===== src/afs_map.vh =====
// constants for the converter fifo sequencer
`ifndef AFS_MAP_VH
`define AFS_MAP_VH
// ----------------------------------------
// widths and limits
// ----------------------------------------
`define AFS_CH_W        5
`define AFS_RES_W       16
`define AFS_DEP_W       3
`define AFS_MAX_DEPTH   8
`define AFS_PTR_W       3
`define AFS_CNT_W       4
// ----------------------------------------
// conversion clock choices
// ----------------------------------------
`define AFS_CLK_BUS     2'h0
`define AFS_CLK_BUS_HALF 2'h1
`define AFS_CLK_ALT     2'h2
`define AFS_CLK_ASYNC   2'h3
// ----------------------------------------
// reset values
// ----------------------------------------
`define AFS_CH_RST      5'h1f
`define AFS_RES_RST     16'h0000
`endif


===== src/afs_fifo_store.v =====
// small indexed store used for the channel queue
`timescale 1ns/1ps
`default_nettype none
module afs_fifo_store #(
  parameter WIDTH = 16,
  parameter DEPTH = 8,
  parameter AW    = 3
) (
  input  wire             sys_clk,
  input  wire             rstn,
  input  wire             wr_en,
  input  wire [AW-1:0]    wr_addr,
  input  wire [WIDTH-1:0] wr_data,
  input  wire [AW-1:0]    rd_addr,
  output wire [WIDTH-1:0] rd_data
);
  reg [WIDTH-1:0] mem [0:DEPTH-1];
  integer i;
  always @(posedge sys_clk or negedge rstn) begin
    if (!rstn) begin
      for (i = 0; i < DEPTH; i = i + 1) begin
        mem[i] <= {WIDTH{1'b0}};
      end
    end else if (wr_en) begin
      mem[wr_addr] <= wr_data;
    end
  end
  assign rd_data = mem[rd_addr];
endmodule
`default_nettype wire


===== src/afs_seq.v =====
// converter fifo sequencer: channel queue, result queue, completion flag
`timescale 1ns/1ps
`default_nettype none
`include "afs_map.vh"
module afs_seq #(
  parameter DEPTH = `AFS_MAX_DEPTH
) (
  input  wire                  sys_clk,
  input  wire                  rstn,
  input  wire [`AFS_DEP_W-1:0] fifo_depth_field,
  input  wire                  scan_mode_enable,
  input  wire                  compare_combine_select,
  input  wire                  compare_enable,
  input  wire                  hw_trigger_select,
  input  wire                  continuous_mode_bit,
  input  wire                  completion_irq_enable,
  input  wire [1:0]            conv_clock_select,
  input  wire                  cfg_write,
  input  wire                  ch_write,
  input  wire [`AFS_CH_W-1:0]  ch_write_data,
  input  wire                  hw_trigger,
  input  wire                  wait_mode,
  input  wire                  stop_mode,
  input  wire                  conv_done,
  input  wire [`AFS_RES_W-1:0] conv_result,
  input  wire                  cmp_true,
  input  wire                  res_high_read,
  input  wire                  res_low_read,
  output reg                   conv_start_r,
  output reg  [`AFS_CH_W-1:0]  conv_channel_r,
  output reg  [`AFS_CH_W-1:0]  channel_select_field_r,
  output reg                   conversion_complete_flag_r,
  output reg                   irq_r,
  output reg  [`AFS_RES_W-1:0] result_r,
  output reg                   read_block_r,
  output reg                   busy_r
);
  // ----------------------------------------
  // states
  // ----------------------------------------
  localparam ST_IDLE = 4'h1;
  localparam ST_CONV = 4'h2;
  localparam ST_NEXT = 4'h4;
  localparam ST_DONE = 4'h8;
  reg [3:0] state_r;
  reg [3:0] state_nxt;

  // ----------------------------------------
  // queue state
  // ----------------------------------------
  reg  [`AFS_PTR_W-1:0] ch_wptr_r;
  reg  [`AFS_CNT_W-1:0] ch_cnt_r;
  reg  [`AFS_PTR_W-1:0] ch_rptr_r;
  reg  [`AFS_PTR_W-1:0] res_wptr_r;
  reg  [`AFS_PTR_W-1:0] res_rptr_r;
  reg  [`AFS_CNT_W-1:0] res_cnt_r;
  reg  [`AFS_CNT_W-1:0] done_cnt_r;
  reg                   cmp_any_r;
  reg                   cmp_all_r;
  reg                   trig_pend_r;
  // outside continuous mode a full queue starts once only; reuse needs a refill or trigger
  reg                   fresh_r;
  wire [`AFS_CH_W-1:0]  ch_rd;
  wire [`AFS_RES_W-1:0] res_rd;

  wire fifo_on = (fifo_depth_field != {`AFS_DEP_W{1'b0}});
  wire [`AFS_CNT_W-1:0] depth_n = {1'b0, fifo_depth_field};
  wire async_clk = (conv_clock_select == `AFS_CLK_ASYNC);
  // every clock but the async one dies in stop; all four run in wait
  wire stop_kill = stop_mode && !async_clk;
  // fifo sequences cannot be trusted across stop, so they are dropped
  wire stop_fifo = stop_mode && fifo_on;
  wire abort = cfg_write || ch_write || stop_kill || stop_fifo;
  wire hold = read_block_r && fifo_on;
  wire queue_full = scan_mode_enable ? (ch_cnt_r != 4'h0)
                                     : (ch_cnt_r >= depth_n);
  wire last_conv = (done_cnt_r + 4'h1 >= depth_n);
  wire cmp_ok = !compare_enable ||
    (compare_combine_select ? (cmp_all_r && cmp_true)
                            : (cmp_any_r || cmp_true));
  // a fetch outside ST_NEXT, or any fetch in scan mode, reads entry zero
  wire [`AFS_PTR_W-1:0] fetch_ptr = (scan_mode_enable || state_r != ST_NEXT)
                                    ? 3'h0 : ch_rptr_r;
  wire ch_restart = (ch_cnt_r == 4'h0) || (ch_cnt_r >= depth_n);
  wire trig_ok = !hw_trigger_select || hw_trigger || trig_pend_r;
  wire flag_set;

  afs_fifo_store #(
    .WIDTH (`AFS_CH_W),
    .DEPTH (DEPTH),
    .AW    (`AFS_PTR_W)
  ) u_ch_store (
    .sys_clk (sys_clk),
    .rstn    (rstn),
    .wr_en   (ch_write && fifo_on),
    .wr_addr ((scan_mode_enable || ch_restart) ? 3'h0 : ch_wptr_r),
    .wr_data (ch_write_data),
    .rd_addr (fetch_ptr),
    .rd_data (ch_rd)
  );

  // a result store of its own keeps queued results apart from channels
  reg [`AFS_RES_W-1:0] res_mem [0:DEPTH-1];
  integer k;
  always @(posedge sys_clk or negedge rstn) begin
    if (!rstn) begin
      for (k = 0; k < DEPTH; k = k + 1) begin
        res_mem[k] <= `AFS_RES_RST;
      end
    end else if (state_r == ST_CONV && conv_done && !hold && fifo_on) begin
      res_mem[res_wptr_r] <= conv_result;
    end
  end
  assign res_rd = res_mem[res_rptr_r];

  // ----------------------------------------
  // sequencer
  // ----------------------------------------
  always @* begin
    state_nxt = state_r;
    case (state_r)
      ST_IDLE: begin
        if (!abort && fifo_on && queue_full && trig_ok && !hold &&
            (fresh_r || hw_trigger_select)) begin
          state_nxt = ST_CONV;
        end else if (!abort && !fifo_on && trig_ok && !stop_kill &&
                     (continuous_mode_bit || hw_trigger)) begin
          state_nxt = ST_CONV;
        end
      end
      ST_CONV: begin
        if (abort) begin
          state_nxt = ST_IDLE;
        end else if (conv_done && !hold) begin
          if (!fifo_on || last_conv) begin
            state_nxt = ST_DONE;
          end else begin
            state_nxt = ST_NEXT;
          end
        end
      end
      ST_NEXT: begin
        if (abort) begin
          state_nxt = ST_IDLE;
        end else if (trig_ok && !hold) begin
          state_nxt = ST_CONV;
        end
      end
      ST_DONE: begin
        if (abort) begin
          state_nxt = ST_IDLE;
        end else if (continuous_mode_bit) begin
          state_nxt = ST_CONV;
        end else begin
          state_nxt = ST_IDLE;
        end
      end
      default: begin
        state_nxt = ST_IDLE;
      end
    endcase
  end

  assign flag_set = (state_r == ST_CONV) && conv_done && !hold && !abort &&
                    (!fifo_on || last_conv) && cmp_ok;
  wire start_now = (state_nxt == ST_CONV) && (state_r != ST_CONV);
  wire res_pop = res_low_read && fifo_on;

  always @(posedge sys_clk or negedge rstn) begin
    if (!rstn) begin
      state_r                    <= ST_IDLE;
      ch_wptr_r                  <= 3'h0;
      ch_cnt_r                   <= 4'h0;
      ch_rptr_r                  <= 3'h0;
      res_wptr_r                 <= 3'h0;
      res_rptr_r                 <= 3'h0;
      res_cnt_r                  <= 4'h0;
      done_cnt_r                 <= 4'h0;
      cmp_any_r                  <= 1'b0;
      cmp_all_r                  <= 1'b1;
      trig_pend_r                <= 1'b0;
      fresh_r                    <= 1'b0;
      conv_start_r               <= 1'b0;
      conv_channel_r             <= `AFS_CH_RST;
      channel_select_field_r     <= `AFS_CH_RST;
      conversion_complete_flag_r <= 1'b0;
      irq_r                      <= 1'b0;
      result_r                   <= `AFS_RES_RST;
      read_block_r               <= 1'b0;
      busy_r                     <= 1'b0;
    end else begin
      state_r      <= state_nxt;
      conv_start_r <= start_now && !abort;
      busy_r       <= (state_nxt != ST_IDLE);
      // hardware trigger arriving mid-conversion is remembered for the fetch
      if (ch_write && fifo_on) begin
        fresh_r <= 1'b1;
      end else if (cfg_write || (start_now && state_r == ST_IDLE)) begin
        fresh_r <= 1'b0;
      end
      if (start_now) begin
        trig_pend_r <= 1'b0;
      end else if (hw_trigger && state_r != ST_IDLE) begin
        trig_pend_r <= 1'b1;
      end
      if (ch_write) begin
        // a write into an empty or full queue starts a new fill; results are always discarded
        ch_wptr_r  <= fifo_on && !scan_mode_enable ? 3'h1 : 3'h0;
        ch_cnt_r   <= 4'h1;
        ch_rptr_r  <= 3'h0;
        done_cnt_r <= 4'h0;
        res_wptr_r <= 3'h0;
        res_rptr_r <= 3'h0;
        res_cnt_r  <= 4'h0;
        if (!fifo_on) begin
          conv_channel_r         <= ch_write_data;
          channel_select_field_r <= ch_write_data;
        end
        if (ch_cnt_r < depth_n && !scan_mode_enable && fifo_on &&
            ch_cnt_r != 4'h0) begin
          ch_wptr_r <= ch_wptr_r + 3'h1;
          ch_cnt_r  <= ch_cnt_r + 4'h1;
        end
      end else if (start_now && fifo_on) begin
        conv_channel_r         <= ch_rd;
        channel_select_field_r <= ch_rd;
        ch_rptr_r              <= ch_rptr_r + 3'h1;
        if (state_r != ST_NEXT) begin
          done_cnt_r <= 4'h0;
          ch_rptr_r  <= 3'h1;
          res_wptr_r <= 3'h0;
          res_cnt_r  <= 4'h0;
          res_rptr_r <= 3'h0;
          cmp_any_r  <= 1'b0;
          cmp_all_r  <= 1'b1;
        end
      end else if (state_r == ST_CONV && conv_done && !hold && !abort) begin
        if (fifo_on) begin
          res_wptr_r <= res_wptr_r + 3'h1;
          res_cnt_r  <= res_cnt_r + 4'h1;
          done_cnt_r <= done_cnt_r + 4'h1;
          cmp_any_r  <= cmp_any_r || cmp_true;
          cmp_all_r  <= cmp_all_r && cmp_true;
        end else if (cmp_ok) begin
          result_r <= conv_result;
        end
      end else if (res_pop && res_cnt_r != 4'h0) begin
        res_rptr_r <= res_rptr_r + 3'h1;
        res_cnt_r  <= res_cnt_r - 4'h1;
      end
      if (fifo_on) begin
        result_r <= res_rd;
      end
      // high read opens a pair, low read closes it
      if (res_high_read) begin
        read_block_r <= 1'b1;
      end else if (res_low_read) begin
        read_block_r <= 1'b0;
      end
      // set wins over the read that clears the flag
      if (flag_set) begin
        conversion_complete_flag_r <= 1'b1;
      end else if (res_low_read || ch_write || cfg_write) begin
        conversion_complete_flag_r <= 1'b0;
      end
      irq_r <= (flag_set || conversion_complete_flag_r) &&
               completion_irq_enable && !(stop_fifo);
    end
  end
endmodule
`default_nettype wire


===== config.mk =====
export PLATFORM = sky130hd
export DESIGN_NAME = afs_seq
export DESIGN_NICKNAME = d
export VERILOG_FILES = /design/src/afs_fifo_store.v /design/src/afs_seq.v
export VERILOG_INCLUDE_DIRS = /design/src
export SDC_FILE = /design/constraint.sdc
export NUM_CORES = 1
export LEC_CHECK = 0
export CORE_ASPECT_RATIO = 0.6
export CORE_MARGIN = 2
export CORE_UTILIZATION = 55
export CTS_CLUSTER_DIAMETER = 30
export CTS_CLUSTER_SIZE = 14
export DETAILED_ROUTE_END_ITERATION = 6
export DONT_BUFFER_PORTS = 1
export PLACE_DENSITY = 0.7
export SLEW_MARGIN = 20
export SYNTH_ARGS = -nofsm -noshare
export SYNTH_HDL_FRONTEND = slang
export SYNTH_SLANG_ARGS = --single-unit

===== constraint.sdc =====
create_clock -name sys_clk -period 3.6 [get_ports sys_clk]
set_clock_uncertainty 0.05 [all_clocks]
set_input_delay 0.54 -clock sys_clk [delete_from_list [all_inputs] [get_ports sys_clk]]
set_output_delay 0.54 -clock sys_clk [all_outputs]
set_load 0.01 [all_outputs]

==> out/summary.txt, run 1 <==
first-pass GRT wire length = 40,600 µm
Lkg Pwr = 5.83 nW
clock buffer depth = 3
syn nets = 868
ys async rst share = 100%
Most used DFF post-synth = dfrtp_1
Seq/Total Area, Yosys = 51.6%
Pwr per Cell Area = 574 nW/µm²
number of synthesized flops with an enable pin = 0
DIE WIDTH = 186 µm
Post-Synthesis Cells = 809
CP max FO = 7
Vias = 6,964
Max H-tree Level = 2
Layout Nets = 888
initial antenna violation count = 0
relative max-transition margin = 28.9%
MaxCap Viol Count = 0
Avg WL per Cell = 22.3 µm
CTS buffer count = 36
Max Freq = 306 MHz
commonest cells after routing, fill and taps aside = 218 x dfrtp_1, 162 x mux2_2, 37 x mux4_2, 37 x clkbuf_16, 28 x o21ai_0
most common cell after layout, fill and taps aside = dfrtp_1
syn avg cell area = 13.6 µm²
CTS tree = yes
num rows = 39
max incr delay on CP = 740 ps
crit share post-route = 90.8%
synthesized flop and latch total = 226
grt ovf = 0
gp weighted congestion = 0.853
first drt pass iteration count = 6
Avg Vias per Cell = 6.20
Setup CP Type = reg -> reg
PortBufs = 0
Setup Buffers After CTS = 0
Unique masters post-synth = 62
Hold Path Class = in -> async
Cell Chain, Critical Path = ha_1 > a211oi_1 > nand2_1 > o311ai_0 > a2111oi_2 > o21ai_0 > a21boi_0 > o2bb2ai_1
pin count of the biggest net entering global routing = 227
final WL = 25,000 µm
Final ANT Viol Nets = 0
Min Hold Slack = -293 ps
Slew Limit Fails = 0
mapped cell area = 11,000 µm²
Ports = 74
Worst setup SP type = register
Core ar. = 19,300 µm²
drc violations = 0
final hold vios = 224
reg2reg setup slack = 330 ps
Crit path max-delay family = compound AO/OA/AOI/OAI gates
Crit path buffers/inverters = 0
fill cell count = 1,383
Sink Count = 226
Initial Utilization = 56.9%
critical path capture point type = register
Crit-path slowest cell = o21ai_0
detailed placement HPWL = 16,200 µm
outcome = finished, violations left
Clock Pin Slew Worst Setup and Hold Paths = 50 ps
crit path DAT = 3620 ps
placed cell count = 1,057
synth-to-layout area growth = 13.6%
Setup WS pre-CTS = 255 ps
failing checks = negative hold slack
fin worst setup slack = 332 ps
yosys warns = 0
worst vdd ir = 0.397 mV
later-pin clock latency in the skew report = 500 ps
Die Area = 21,100 µm²
slew of the pin with the lowest slew margin = 1060 ps
vias in the first global route = 7,385
min Tclk post-route = 3270 ps
post-route insts no fill = 1,123
die height = 113 µm
layout cells sized above 1 = 37.1%
GRT Util Overall = 24.5%
final setup fails = 0
clk root buf = clkbuf_16
RSZ-0062 raised after global routing = no
final core occ = 64.7%
Required @ worst endpoint = 3960 ps
DRT iter0 DRCs = 556
Final TNS setup = 0 ps
Diodes inserted = 0
==> through the flow <==
stage                     total power [mW]  instance area [µm²]
final                                 7.16                12500
after global routing                  7.47                12500
after detailed placement              3.86                11300
after floorplan                       3.65                11000
after global placement                3.79                11300
after CTS                             7.23                12500
==> Yosys cell counts (all sizes together), types with 8 or more instances <==
library cell | n | share of area [%]
nor2 | 28 | 0.98
nand3b | 8 | 0.55
o22ai | 11 | 0.63
nand3 | 15 | 0.68
nor3 | 18 | 0.92
nor2b | 17 | 0.97
clkbuf | 24 | 0.82
mux2 | 182 | 19
inv | 16 | 0.55
ha | 15 | 1.7
nand2 | 27 | 0.99
a211oi | 20 | 1.4
mux4 | 37 | 7.6
o21ai | 28 | 1.3
buf | 19 | 1.2
mux2i | 24 | 2.2
dfrtp | 219 | 50
a21oi | 26 | 1.2
==> logic make-up after synthesis <==
| kind of cell | after synthesis | synth area share, % |
|---|---|---|
| adder cells (fa/ha/maj) | 16 | 1.89 |
| buffers and inverters | 60 | 2.62 |
| AO/OA/AOI/OAI | 119 | 7.39 |
| XOR/XNOR | 6 | 0.479 |
| AND/OR/NAND/NOR | 139 | 7.22 |
| flip-flops | 226 | 51.6 |
| multiplexers | 243 | 28.8 |
==> final timing paths <==
check	from	to	depth (start not counted)
hold reg to reg	res_mem[95]	res_mem[95]	1
setup / recovery	ch_cnt_r[2]	res_cnt_r[3]	8
max in group asynchronous	rstn	cmp_all_r	0
hold / removal	rstn	u_ch_store.mem[21]	0
setup reg to reg	ch_cnt_r[2]	res_cnt_r[3]	8
min in group sys_clk	ch_write	ch_rptr_r[0]	1
==> timing repair <==
| action | 4_1_cts | 5_1_grt |
|---|---|---|
| hold endpoints to repair | 226 | 226 |
| resized for setup | 0 | 0 |
| endpoints found under the setup margin | 0 | 0 |
==> area by class of cell <==
type | instances | area (µm²) | area share (%)
clock buffers | 45 | 986 | 7.91
clock inverters | 21 | 203 | 1.63
repair buffers | 25 | 188 | 1.51
multi-input cells | 523 | 5030 | 40.3
inverters | 17 | 63.8 | 0.512
well taps | 266 | 333 | 2.67
flip-flops and latches | 226 | 5670 | 45.4
==> state kept, by name (all words and copies together), names as in the netlist, 3 cells and up <==
register                count
done_cnt_r                  4
res_mem                   128
result_r                   16
u_ch_store.mem             40
state_r                     4
ch_cnt_r                    4
res_wptr_r                  3
res_cnt_r                   4
ch_rptr_r                   3
channel_select_field_r      5
ch_wptr_r                   3
res_rptr_r                  3
==> layer usage <==
metal  vias up  routed length, µm  global-route usage [%]
met4         0                399                    5.87
met1      3620              11700                    35.6
met5         -                  0                       0
li1       3078                  -                       -
met2       223              10800                    36.2
met3        43               2120                    7.85
==> where the power goes <==
part,total (mW),switching (mW),internal [mW]
Clock,3.35,1.23,2.12
Combinational,0.828,0.384,0.444
Sequential,2.99,0.227,2.76
No activity file was read; power rests on OpenSTA's default activity.
==> run 2, diff against run 1 <==
--- a/config.mk
+++ b/config.mk
@@ -10,10 +10,10 @@
 export CORE_MARGIN = 2
 export CORE_UTILIZATION = 55
 export CTS_CLUSTER_DIAMETER = 30
-export CTS_CLUSTER_SIZE = 14
+export CTS_CLUSTER_SIZE = 24
 export DETAILED_ROUTE_END_ITERATION = 6
 export DONT_BUFFER_PORTS = 1
-export PLACE_DENSITY = 0.7
+export PLACE_DENSITY_LB_ADDON = 0.25
 export SLEW_MARGIN = 20
 export SYNTH_ARGS = -nofsm -noshare
 export SYNTH_HDL_FRONTEND = slang
==> run 2 against run 1 <==
The run still ends with negative hold slack left. Count of clock-buffer cells in the layout decreased by 4. Via count increased by 1.7%. Critical path depth decreased by 1.
==> out/summary.txt, run 2 (synthesis results as in run 1) <==
Clock power frac = 48.7%
DIE WIDTH = 186 µm
commonest cells after routing, fill and taps aside = 218 x dfrtp_1, 162 x mux2_2, 37 x mux4_2, 37 x clkbuf_16, 28 x o21ai_0
switching pwr = 1.85 mW
slew of the pin with the lowest slew margin = 979 ps
CTS resizes = 0
crit path DAT = 3550 ps
Final ANT Viol Nets = 0
worst vdd ir = 0.325 mV
final setup fails = 0
Hold Path Class = in -> async
Setup crit start = ch_cnt_r[2]
Sw Ratio = 24.9%
later-pin clock latency in the skew report = 500 ps
critical path capture point type = register
Clock Pin Slew Worst Setup and Hold Paths = 60 ps
Final TNS setup = 0 ps
Diodes inserted = 0
post-route insts no fill = 1,123
failing checks = negative hold slack
Max H-tree Level = 2
layout cells sized above 1 = 37.7%
Min Hold Slack = -300 ps
CTS buffer count = 37
pin count of the biggest net entering global routing = 227
Core ar. = 19,300 µm²
Slew Limit Fails = 0
Worst R2R End = u_ch_store.mem[4]
RSZ-0062 raised after global routing = no
clock buffer depth = 3
synth-to-layout area growth = 14.5%
vias in the first global route = 7,490
CP endpoint = u_ch_store.mem[4]
Die Area = 21,100 µm²
Reg2Reg Launch Point = ch_cnt_r[2]
first-pass GRT wire length = 41,100 µm
MaxCap Viol Count = 0
relative max-transition margin = 34.7%
Max Freq = 310 MHz
Sink Count = 226
grt ovf = 0
placed cell area = 11,300 µm²
Largest Register = res_mem
placed cell count = 1,058
crit share post-route = 89.7%
max reg flops = 128
Pint = 5.58 mW
gp weighted congestion = 0.899
Worst setup SP type = register
biggest regs = res_mem (128), u_ch_store.mem (40), result_r (16)
outcome = finished, violations left
Avg Vias per Cell = 6.31
Setup CP Type = reg -> reg
die height = 113 µm
drc violations = 0
first drt pass iteration count = 6
num rows = 39
Required @ worst endpoint = 3920 ps
Seq pwr share = 39.9%
Vias = 7,085
PortBufs = 0
Setup Buffers After CTS = 0
Initial Utilization = 56.9%
CP max FO = 6
Avg WL per Cell = 22.4 µm
most common cell after layout, fill and taps aside = dfrtp_1
reg2reg setup slack = 370 ps
Ports = 74
Finished Cell Area = 12,600 µm²
CTS tree = yes
clk root buf = clkbuf_16
DRT iter0 DRCs = 512
initial antenna violation count = 0
combinational share of power = 11.4%
GRT Util Overall = 24.7%
min Tclk post-route = 3230 ps
detailed placement HPWL = 16,600 µm
Pwr per Cell Area = 591 nW/µm²
Lkg Pwr = 5.85 nW
Reg2Reg Depth = 7
Layout Nets = 890
final hold vios = 225
PnR Total Power = 7.43 mW
final WL = 25,200 µm
[run 2: area by class of cell]
cell class | count | area, µm²
fillers | 1363 | 6700
flip-flops and latches | 226 | 5670
multi-input cells | 523 | 5030
clock buffers | 41 | 971
well taps | 266 | 333
clock inverters | 24 | 310
repair buffers | 26 | 195
inverters | 17 | 63.8
[run 2: per-stage QoR]
step	setup WS, ps	util, %
2_1_floorplan	674	-
3_3_place_gp	476	58.6
3_5_place_dp	260	58.6
4_1_cts	409	65.2
5_1_grt	103	65.2
6_report	372	65.2
[run 2: power groups by stage]
stage	combinational [mW]	sequential (mW)	clock (mW)
2_1_floorplan	0.745	2.91	0
3_3_place_gp	0.813	2.98	0
3_5_place_dp	0.845	3.00	0
4_1_cts	0.850	2.96	3.67
5_1_grt	0.946	2.99	3.81
6_report	0.848	2.96	3.62
[run 2: how the worst min path moves through the flow]
stage	start	end	slack (ps)
floorplan	rstn	busy_r	190
global placement	rstn	u_ch_store.mem[36]	200
detailed placement	rstn	u_ch_store.mem[35]	200
CTS	rstn	res_mem[52]	-320
global route	rstn	u_ch_store.mem[15]	-320
finish	rstn	u_ch_store.mem[15]	-300
[run 2: metal layers]
layer / vias up / part of all wire, % / GRT usage, %
li1: 3081 / - / -
met1: 3732 / 47 / 36.4
met2: 233 / 45 / 37.2
met3: 39 / 7.2 / 5.91
met4: 0 / 1.4 / 6.45
met5: - / 0 / 0
[run 2: worst max-delay path, cell delays in order, from the launching register on]
cell and delay (ps):
dfrtp_1 430, ha_1 320, a211oi_1 270, nand3_1 220
a211oi_1 610, nand4_1 270, nor2_1 530, mux2_2 410
